[config.mk]
export PLATFORM = sky130hd
export DESIGN_NAME = eirq_top
export DESIGN_NICKNAME = d
export VERILOG_FILES = /design/src/pkg/eirq_pkg.sv /design/src/pkg/eirq_sense_if.sv /design/src/logic/eirq_pin_sense.sv /design/src/logic/eirq_top.sv
export SDC_FILE = /design/constraint.sdc
export NUM_CORES = 1
export LEC_CHECK = 0
export ABC_AREA = 1
export BUFFER_PORTS_ARGS = -buffer_cell sky130_fd_sc_hd__buf_2
export CAP_MARGIN = 10
export CORE_ASPECT_RATIO = 0.5
export CORE_MARGIN = 5
export CORE_UTILIZATION = 49
export DETAILED_ROUTE_END_ITERATION = 8
export GPL_TIMING_DRIVEN = 0
export PLACE_DENSITY = 0.86
export REMOVE_ABC_BUFFERS = 1
export SYNTH_ARGS = -nofsm -noshare
export SYNTH_HDL_FRONTEND = slang
export SYNTH_SLANG_ARGS = --single-unit
[constraint.sdc]
create_clock -name mclk -period 1.2 [get_ports mclk]
set_clock_uncertainty 0.05 [all_clocks]
set_input_delay 0.12 -clock mclk [delete_from_list [all_inputs] [get_ports mclk]]
set_output_delay 0.12 -clock mclk [all_outputs]
set_load 0.02 [all_outputs]
[src/pkg/eirq_pkg.sv]
/*
 * constants for the external pin interrupt block: register offsets,
 * bit positions, reset values, sense encodings and timing counts.
 * assumes a 200 MHz mclk and an 8-bit register port.
 */
`default_nettype none
package eirq_pkg;
    // register offsets on the plain register port
    localparam logic [1:0] OFS_CPU_CONTROL = 2'h0;
    localparam logic [1:0] OFS_CPU_CONTROL_STATUS = 2'h1;
    localparam logic [1:0] OFS_EXT_IRQ_ENABLE = 2'h2;
    localparam logic [1:0] OFS_EXT_IRQ_FLAGS = 2'h3;
    // reset values
    localparam logic [7:0] RST_CPU_CONTROL = 8'h00;
    localparam logic [7:0] RST_BYTE = 8'h00;
    // field positions
    localparam int SENSE_A_LO = 0;
    localparam int SENSE_B_LO = 2;
    localparam int SENSE_C_EDGE = 6;
    localparam int BIT_PIN_B = 7;
    localparam int BIT_PIN_A = 6;
    localparam int BIT_PIN_C = 5;
    // sense encodings for pins a and b
    localparam logic [1:0] SENSE_LOW = 2'h0;
    localparam logic [1:0] SENSE_ANY = 2'h1;
    localparam logic [1:0] SENSE_FALL = 2'h2;
    localparam logic [1:0] SENSE_RISE = 2'h3;
    // timing: pin c least pulse width and clock period
    localparam int CLK_PERIOD_NS = 5;
    localparam int PIN_C_PULSE_NS = 50;
    localparam int PIN_C_PULSE_CYC = (PIN_C_PULSE_NS + CLK_PERIOD_NS - 1) / CLK_PERIOD_NS;
    localparam int PIN_C_FILT_CYC = PIN_C_PULSE_CYC / 2;
    // watchdog samples needed for a level wake-up
    localparam logic [1:0] WAKE_SAMPLES = 2'h2;
endpackage
`default_nettype wire

[src/pkg/eirq_sense_if.sv]
/*
 * carrier between the top and one edge/level sense slice.
 * assumes both ends sit in the mclk domain.
 */
`default_nettype none
interface eirq_sense_if;
    logic pin;
    logic [1:0] sense;
    logic io_run;
    logic hit;
    logic level_low;
    modport ctrl (output pin, output sense, output io_run, input hit, input level_low);
    modport slice (input pin, input sense, input io_run, output hit, output level_low);
endinterface
`default_nettype wire

[src/logic/eirq_pin_sense.sv]
/*
 * one sense slice for pin a or pin b: two-stage sampler, edge compare
 * and the low-level term.
 * assumes the pin is synchronous to mclk and io_run marks the io clock.
 */
`default_nettype none
module eirq_pin_sense (
    // clock and reset
    input wire logic mclk,
    input wire logic rst_b,
    // slice side of the carrier
    eirq_sense_if.slice sif
);
    typedef struct packed {
        logic smp1;
        logic smp2;
        logic prev;
        logic primed;
    } eirq_slice_s;

    eirq_slice_s st;
    eirq_slice_s next_st;

    // sample chain; frozen while the io clock is halted
    always_comb begin
        next_st = st;
        // first cycle after reset loads the pin everywhere: no false edge
        if (!st.primed) begin
            next_st.primed = 1'b1;
            next_st.smp1 = sif.pin;
            next_st.smp2 = sif.pin;
            next_st.prev = sif.pin;
        end else if (sif.io_run) begin
            next_st.smp1 = sif.pin;
            next_st.smp2 = st.smp1;
            next_st.prev = st.smp2;
        end
    end

    always_ff @(posedge mclk or negedge rst_b) begin
        if (!rst_b) begin
            st <= '0;
        end else begin
            st <= next_st;
        end
    end

    // edge decode on the sampled copies only
    always_comb begin
        sif.hit = 1'b0;
        if (sif.io_run && st.primed) begin
            case (sif.sense)
                eirq_pkg::SENSE_ANY: sif.hit = st.smp2 ^ st.prev;
                eirq_pkg::SENSE_FALL: sif.hit = st.prev & ~st.smp2;
                eirq_pkg::SENSE_RISE: sif.hit = ~st.prev & st.smp2;
                default: sif.hit = 1'b0;
            endcase
        end
    end

    assign sif.level_low = ~sif.pin;
endmodule
`default_nettype wire

[src/logic/eirq_top.sv]
/*
 * external pin interrupts: control, enable and flag registers, sense
 * logic for pins a, b and c, requests to the core and wake-up.
 * assumes pins, strobes and sleep controls are synchronous to mclk,
 * wdt_tick is one-cycle pulse per watchdog oscillator period.
 */
// Function
// - pins trigger even when driven as outputs
// - pin c is edge only, no level
// - level mode requests while pin stays low
// - pin a/b edges need running io clock
// - a/b level and c edge need no io clock
// - level wake needs two low watchdog samples
// - level gone before start-up: wake, no request
// - pin b sense field bits 3:2 encoding
// - pin a sense field bits 1:0 encoding
// - a/b sampled before edges, longer pulses caught
// - control-status bit 6 picks pin c edge
// - pin c pulses over 50 ns are caught
// - request needs enable bit and global enable
// - each pin has its own request line
// - flags bits 7,6,5 set on trigger
// - flags clear on vector taken or write one
// - a/b flags read zero in level mode
// - pin c buffer off may set its flag
`default_nettype none
module eirq_top (
    // clock and reset
    input wire logic mclk,
    input wire logic rst_b,
    // register port
    input wire logic [1:0] reg_addr,
    input wire logic [7:0] reg_wdata,
    input wire logic reg_wr,
    input wire logic reg_rd,
    output logic [7:0] reg_rdata,
    // interrupt pins
    input wire logic ext_irq_pin_a,
    input wire logic ext_irq_pin_b,
    input wire logic ext_irq_pin_c,
    // core side
    input wire logic glob_irq_en,
    input wire logic [2:0] irq_taken,
    output logic irq_req_a,
    output logic irq_req_b,
    output logic irq_req_c,
    // sleep and wake
    input wire logic io_clk_run,
    input wire logic deep_sleep,
    input wire logic pin_c_buf_off,
    input wire logic wdt_tick,
    input wire logic startup_done,
    output logic wake_req,
    output logic wake_no_irq
);
    localparam int FILT_W = $clog2(eirq_pkg::PIN_C_FILT_CYC + 1);

    typedef struct packed {
        logic [7:0] cpu_control;
        logic sense_c_edge;
        logic [2:0] enable;
        logic [2:0] flag;
        logic c_stable;
        logic c_primed;
        logic [FILT_W-1:0] c_cnt;
        logic [1:0] wdt_cnt;
        logic waking;
        logic wake_req;
        logic wake_no_irq;
        logic [7:0] rdata;
    } eirq_state_s;

    eirq_state_s st;
    eirq_state_s next_st;

    eirq_sense_if sif_a ();
    eirq_sense_if sif_b ();

    logic [1:0] sense_a;
    logic [1:0] sense_b;
    logic lvl_a;
    logic lvl_b;
    logic c_in;
    logic c_edge;
    logic c_hit;
    logic any_low;
    logic [2:0] hit;
    logic [2:0] w1c;
    logic [7:0] rd_val;

    assign sense_a = st.cpu_control[eirq_pkg::SENSE_A_LO +: 2];
    assign sense_b = st.cpu_control[eirq_pkg::SENSE_B_LO +: 2];
    assign lvl_a = (sense_a == eirq_pkg::SENSE_LOW);
    assign lvl_b = (sense_b == eirq_pkg::SENSE_LOW);

    // raw pad level, port direction ignored
    assign sif_a.pin = ext_irq_pin_a;
    assign sif_b.pin = ext_irq_pin_b;
    assign sif_a.sense = sense_a;
    assign sif_b.sense = sense_b;
    assign sif_a.io_run = io_clk_run;
    assign sif_b.io_run = io_clk_run;

    eirq_pin_sense u_sense_a (
        .mclk(mclk),
        .rst_b(rst_b),
        .sif(sif_a.slice)
    );

    eirq_pin_sense u_sense_b (
        .mclk(mclk),
        .rst_b(rst_b),
        .sif(sif_b.slice)
    );

    assign c_in = pin_c_buf_off ? 1'b0 : ext_irq_pin_c;
    // accept after half the least width
    assign c_edge = st.c_primed && (c_in != st.c_stable)
                    && (st.c_cnt == FILT_W'(eirq_pkg::PIN_C_FILT_CYC - 1));
    // pick edge, registered without io clock
    assign c_hit = c_edge && (c_in == st.sense_c_edge);

    // pin c has no level term
    assign hit = {c_hit, sif_a.hit, sif_b.hit};

    // write-one-to-clear mask from the flag register
    assign w1c = (reg_wr && reg_addr == eirq_pkg::OFS_EXT_IRQ_FLAGS)
                 ? {reg_wdata[eirq_pkg::BIT_PIN_C], reg_wdata[eirq_pkg::BIT_PIN_A],
                    reg_wdata[eirq_pkg::BIT_PIN_B]}
                 : 3'h0;

    // level low on any enabled level-mode pin
    assign any_low = (st.enable[1] && lvl_a && sif_a.level_low)
                     || (st.enable[0] && lvl_b && sif_b.level_low);

    // read mux; unused bits read as zero
    always_comb begin
        rd_val = 8'h00;
        case (reg_addr)
            eirq_pkg::OFS_CPU_CONTROL: rd_val = st.cpu_control;
            eirq_pkg::OFS_CPU_CONTROL_STATUS: rd_val[eirq_pkg::SENSE_C_EDGE] = st.sense_c_edge;
            eirq_pkg::OFS_EXT_IRQ_ENABLE: begin
                rd_val[eirq_pkg::BIT_PIN_C] = st.enable[2];
                rd_val[eirq_pkg::BIT_PIN_A] = st.enable[1];
                rd_val[eirq_pkg::BIT_PIN_B] = st.enable[0];
            end
            eirq_pkg::OFS_EXT_IRQ_FLAGS: begin
                rd_val[eirq_pkg::BIT_PIN_C] = st.flag[2];
                rd_val[eirq_pkg::BIT_PIN_A] = st.flag[1] && !lvl_a;
                rd_val[eirq_pkg::BIT_PIN_B] = st.flag[0] && !lvl_b;
            end
            default: rd_val = 8'h00;
        endcase
    end

    // next state
    always_comb begin
        next_st = st;
        next_st.wake_req = 1'b0;
        next_st.wake_no_irq = 1'b0;
        // data only in the cycle after the read strobe
        next_st.rdata = reg_rd ? rd_val : 8'h00;

        // register writes
        if (reg_wr) begin
            case (reg_addr)
                eirq_pkg::OFS_CPU_CONTROL: next_st.cpu_control = reg_wdata;
                eirq_pkg::OFS_CPU_CONTROL_STATUS: begin
                    // no guard; the change alone cannot raise a flag, only a filtered pin c edge does
                    next_st.sense_c_edge = reg_wdata[eirq_pkg::SENSE_C_EDGE];
                end
                eirq_pkg::OFS_EXT_IRQ_ENABLE: begin
                    next_st.enable = {reg_wdata[eirq_pkg::BIT_PIN_C],
                                      reg_wdata[eirq_pkg::BIT_PIN_A],
                                      reg_wdata[eirq_pkg::BIT_PIN_B]};
                end
                default: next_st.enable = st.enable;
            endcase
        end

        // clear on vector or write one
        next_st.flag = (st.flag & ~(w1c | irq_taken)) | hit;
        // level mode keeps a/b flags clear
        if (lvl_a) begin
            next_st.flag[1] = 1'b0;
        end
        if (lvl_b) begin
            next_st.flag[0] = 1'b0;
        end

        // pin c stability counter
        if (c_in == st.c_stable || c_edge) begin
            next_st.c_cnt = '0;
        end else begin
            next_st.c_cnt = st.c_cnt + FILT_W'(1);
        end
        if (c_edge) begin
            next_st.c_stable = c_in;
        end
        // idle-high pin after reset would look like an edge; take it as stable
        if (!st.c_primed) begin
            next_st.c_primed = 1'b1;
            next_st.c_stable = c_in;
            next_st.c_cnt = '0;
        end

        // two watchdog samples of the level
        if (!deep_sleep) begin
            next_st.wdt_cnt = 2'h0;
        end else if (wdt_tick) begin
            if (!any_low) begin
                next_st.wdt_cnt = 2'h0;
            end else if (st.wdt_cnt != eirq_pkg::WAKE_SAMPLES) begin
                next_st.wdt_cnt = st.wdt_cnt + 2'h1;
            end
        end
        if (deep_sleep && !st.waking
            && (st.wdt_cnt == eirq_pkg::WAKE_SAMPLES || (c_hit && st.enable[2]))) begin
            next_st.wake_req = 1'b1;
            next_st.waking = 1'b1;
        end
        if (st.waking && startup_done) begin
            next_st.waking = 1'b0;
            next_st.wdt_cnt = 2'h0;
            next_st.wake_no_irq = !any_low && (st.flag[2] == 1'b0);
        end
    end

    always_ff @(posedge mclk or negedge rst_b) begin
        if (!rst_b) begin
            st <= '0;
            st.cpu_control <= eirq_pkg::RST_CPU_CONTROL;
            st.rdata <= eirq_pkg::RST_BYTE;
        end else begin
            st <= next_st;
        end
    end

    // level request while pin is low
    // held level needed by the core
    assign irq_req_a = glob_irq_en && st.enable[1]
                       && (lvl_a ? sif_a.level_low : st.flag[1]);
    assign irq_req_b = glob_irq_en && st.enable[0]
                       && (lvl_b ? sif_b.level_low : st.flag[0]);
    assign irq_req_c = glob_irq_en && st.enable[2] && st.flag[2];

    assign reg_rdata = st.rdata;
    assign wake_req = st.wake_req;
    assign wake_no_irq = st.wake_no_irq;
endmodule
`default_nettype wire

==> flow_summary_export.csv <==
group,metric,value,unit
status,status,"finished, violations left",
status,violations,"negative setup slack",
worst_setup_path,end_kind,"primary output",
global_routing,grt_pass1_vias,1627,
final_layout,areaGrowthSynthToFinish,24.80,%
worst_setup_path,cp.required,1.03,ns
sta,slew_headroom,65.20,%
detailed_routing,drt_pass1_iterations,4,
worst_setup_path,rrSetupSlack,-0.14,ns
global_routing,grt_max_degree,40,
synthesis,ys_seq_area_share,48.96,%
worst_setup_path,worst-setup-path-type,"flop to primary output",
worst_setup_path,worstPathMaxFanout,4,
detailed_routing,drc,0,
sta,finalHoldViolCount,0,
worst_setup_path,path_cells,"nor2_4 > nor2_4 > a21oi_2 > nor2_1 > buf_4",
sta,finalCritPeriodShare,127.4,%
final_layout,nNetsFinal,310,
clocking,cts.htree.levels,2,
final_layout,final_cell_mix,"39 x nand2_1, 37 x inv_1, 37 x dfrtp_1",
worst_setup_path,crit_top_cell,"nor2_4",
clocking,clock-root-buffer,"clkbuf_8",
sta,final_max_slew_viol_count,0,
clocking,cts_tree,"yes",
worst_setup_path,reg2reg_from,"sense_b[1]$_DFFE_PN0P_",
worst_setup_path,cp_slowest_stage_delay,0.42,ns
floorplan,io_pins,39,
place,post-place-ws,-0.07668,ns
sta,fmax,654.1,MHz
final_layout,drive_gt1_share,36.33,%
floorplan,core,3904,sq um
sta,layout_setup_ws,-0.3288,ns
global_routing,grt_use_total,16.64,%
floorplan,die-area,5521,sq um
floorplan,initial_core_util,51.06,%
sta,setup_violations,9,
power_and_ir_drop,ir_worst_vdd,0.4843,mV
detailed_routing,viasPerCell,5.066,
clocking,clkLatencyLatePin,0.29,ns
worst_hold_path,hp-start,"reg_wdata[3]",
detailed_routing,wl_per_cell,14.75,microns
final_layout,diodes,0,
clocking,clk_pin_slew,0.07,ns
detailed_routing,totalWireLength,4896,microns
sta,fin_crit,1.529,ns
clocking,cts_inserted_buffers,5,
global_routing,grt_overflow_total,0,
synthesis,syn_area,1993,sq um
synthesis,synth-seq-cells,39,
worst_setup_path,reg2reg_to,"st[11]$_DFFE_PN0P_",
sta,whs,0.01205,ns
global_routing,grt_antenna_before_repair,0,
worst_hold_path,min_path_type,"primary input to flop",
place,detailed_place_hpwl,3016,microns
synthesis,ys.warnings.count,0,
sta,rsz0062_at_grt,"yes",
final_layout,final_common_cell,"nand2_1",
worst_setup_path,worst_setup_path_start_kind,"flop",
global_routing,grt_pass1_wl,7072,microns
floorplan,rows,16,
worst_setup_path,worst-r2r-cell-count,8,
synthesis,avgSynthCellArea,8.742,sq um
place,io_buffers,38,
clocking,clock-sinks,39,
detailed_routing,vias,1682,
final_layout,fill_cells,302,
worst_setup_path,critical_path_arrival,1.36,ns
synthesis,synth.distinct_cells,29,
flow_run,maxCapViolCount,0,
worst_hold_path,hold_depth,3,
sta,worst_slew_pin_slew,0.5220,ns
detailed_routing,ant_nets,0,
place,place.gp.congestion,0.8410,
floorplan,die_width,100.2,microns
worst_hold_path,hold-path-endpoint,"sense_b[1]$_DFFE_PN0P_",
power_and_ir_drop,p_leak,0.001304,uW
floorplan,die_h,55.10,microns
worst_setup_path,cpMaxStageDelayCell,"dfrtp_1",
synthesis,syn_inst,228,
detailed_routing,drtIter0Drc,148,
clocking,cts.path.max_buffers,2,
power_and_ir_drop,power.density_cell_area,1258,nW/um^2
[layer usage]
layer / track usage [%] / up-vias / wire length [microns]
met1: 17.78 / 774 / 1931
met4: 7.159 / 0 / 208
li1: - / 809 / -
met3: 4.005 / 27 / 246
met5: 0 / - / 0
met2: 32.68 / 72 / 2510
[state kept, by name, indices dropped and copies added, names as in the netlist]
signal	flops
reg_rdata	8
u_sense_a.st	3
sense_a	2
u_sense_b.st	3
sense_b	2
wake_req	1
st	19
wake_no_irq	1
[kinds of logic (layout without fill, tap and decap cells)]
| family | Yosys count | in the layout | synth area share (%) |
|---|---|---|---|
| AND/OR/NAND/NOR | 89 | 89 | 20.40 |
| buffers and inverters | 50 | 100 | 11.86 |
| AO/OA/AOI/OAI | 41 | 41 | 13.75 |
| flip-flops | 39 | 39 | 48.96 |
| adder cells (fa/ha/maj) | 7 | 7 | 4.394 |
| other | 1 | 1 | 0.1881 |
| XOR/XNOR | 1 | 1 | 0.4395 |
[worst max-delay path, delay by kind of cell (launching register included)]
kind / cells / cell delay [ns]
AO/OA/AOI/OAI: 1 / 0.13
buffers and inverters: 1 / 0.15
flip-flops: 1 / 0.42
AND/OR/NAND/NOR: 3 / 0.36
[power breakdown]
part	switching, uW	internal [uW]
combinational	369	259
sequential	94.6	1430
clock	450	525
total	913	2220
[area by class of cell]
cell class	count	area (sq um)	area share, %
Tap cell	54	67.56	2.716
Multi-Input combinational cell	139	879.6	35.36
Inverter	40	150.1	6.036
Sequential cell	39	978.4	39.34
Timing Repair Buffer	52	311.5	12.53
Clock buffer	8	100.1	4.024
[worst max-delay path by stage]
stage	cells after the start	endpoint	startpoint
detailed placement	10	st[10]$_DFFE_PN0P_	st[13]$_DFF_PN0_
finish	5	irq_req_a	sense_a[0]$_DFFE_PN0P_
floorplan	8	st[11]$_DFFE_PN0P_	st[11]$_DFFE_PN0P_
CTS	5	irq_req_b	sense_b[1]$_DFFE_PN0P_
global route	5	irq_req_a	sense_a[0]$_DFFE_PN0P_
global placement	7	st[12]$_DFFE_PN0P_	sense_b[0]$_DFFE_PN0P_
[per-stage QoR]
step | area [sq um] | util (%) | cells | total power [uW] | setup TNS (ns)
floorplan | 1907 | - | 218 | 1816 | 0
global placement | 2165 | 55.45 | 310 | 1971 | -0.02446
detailed placement | 2165 | 55.45 | 310 | 2000 | -0.2496
CTS | 2380 | 60.96 | 326 | 3044 | -0.8525
global route | 2487 | 63.72 | 332 | 3279 | -1.850
finish | 2487 | 63.72 | 332 | 3130 | -1.124
[cells in the mapped netlist, drive strengths merged]
cell | n | share of area, %
a21o | 1 | 0.38
a21oi | 14 | 4.6
a22o | 1 | 0.44
a31oi | 1 | 0.31
buf | 10 | 4.3
conb | 1 | 0.19
dfrtp | 39 | 49
ha | 7 | 4.4
inv | 40 | 7.5
nand2 | 48 | 10
nand3 | 9 | 2.8
nand4 | 2 | 0.63
nor2 | 29 | 6.5
nor3 | 1 | 0.25
o211ai | 3 | 1.1
o21ai | 16 | 5.0
o221ai | 2 | 0.88
o22ai | 2 | 0.63
o31ai | 1 | 0.38
xnor2 | 1 | 0.44
[timing repair]
item,in CTS,in global routing
pin swaps,7,6
resized for setup,15,20
buffers inserted,7,6
hold endpoints to repair,39,0
hold buffers,1,0
endpoints found under the setup margin,9,55
Note: power is estimated with default switching activity, not from simulation.
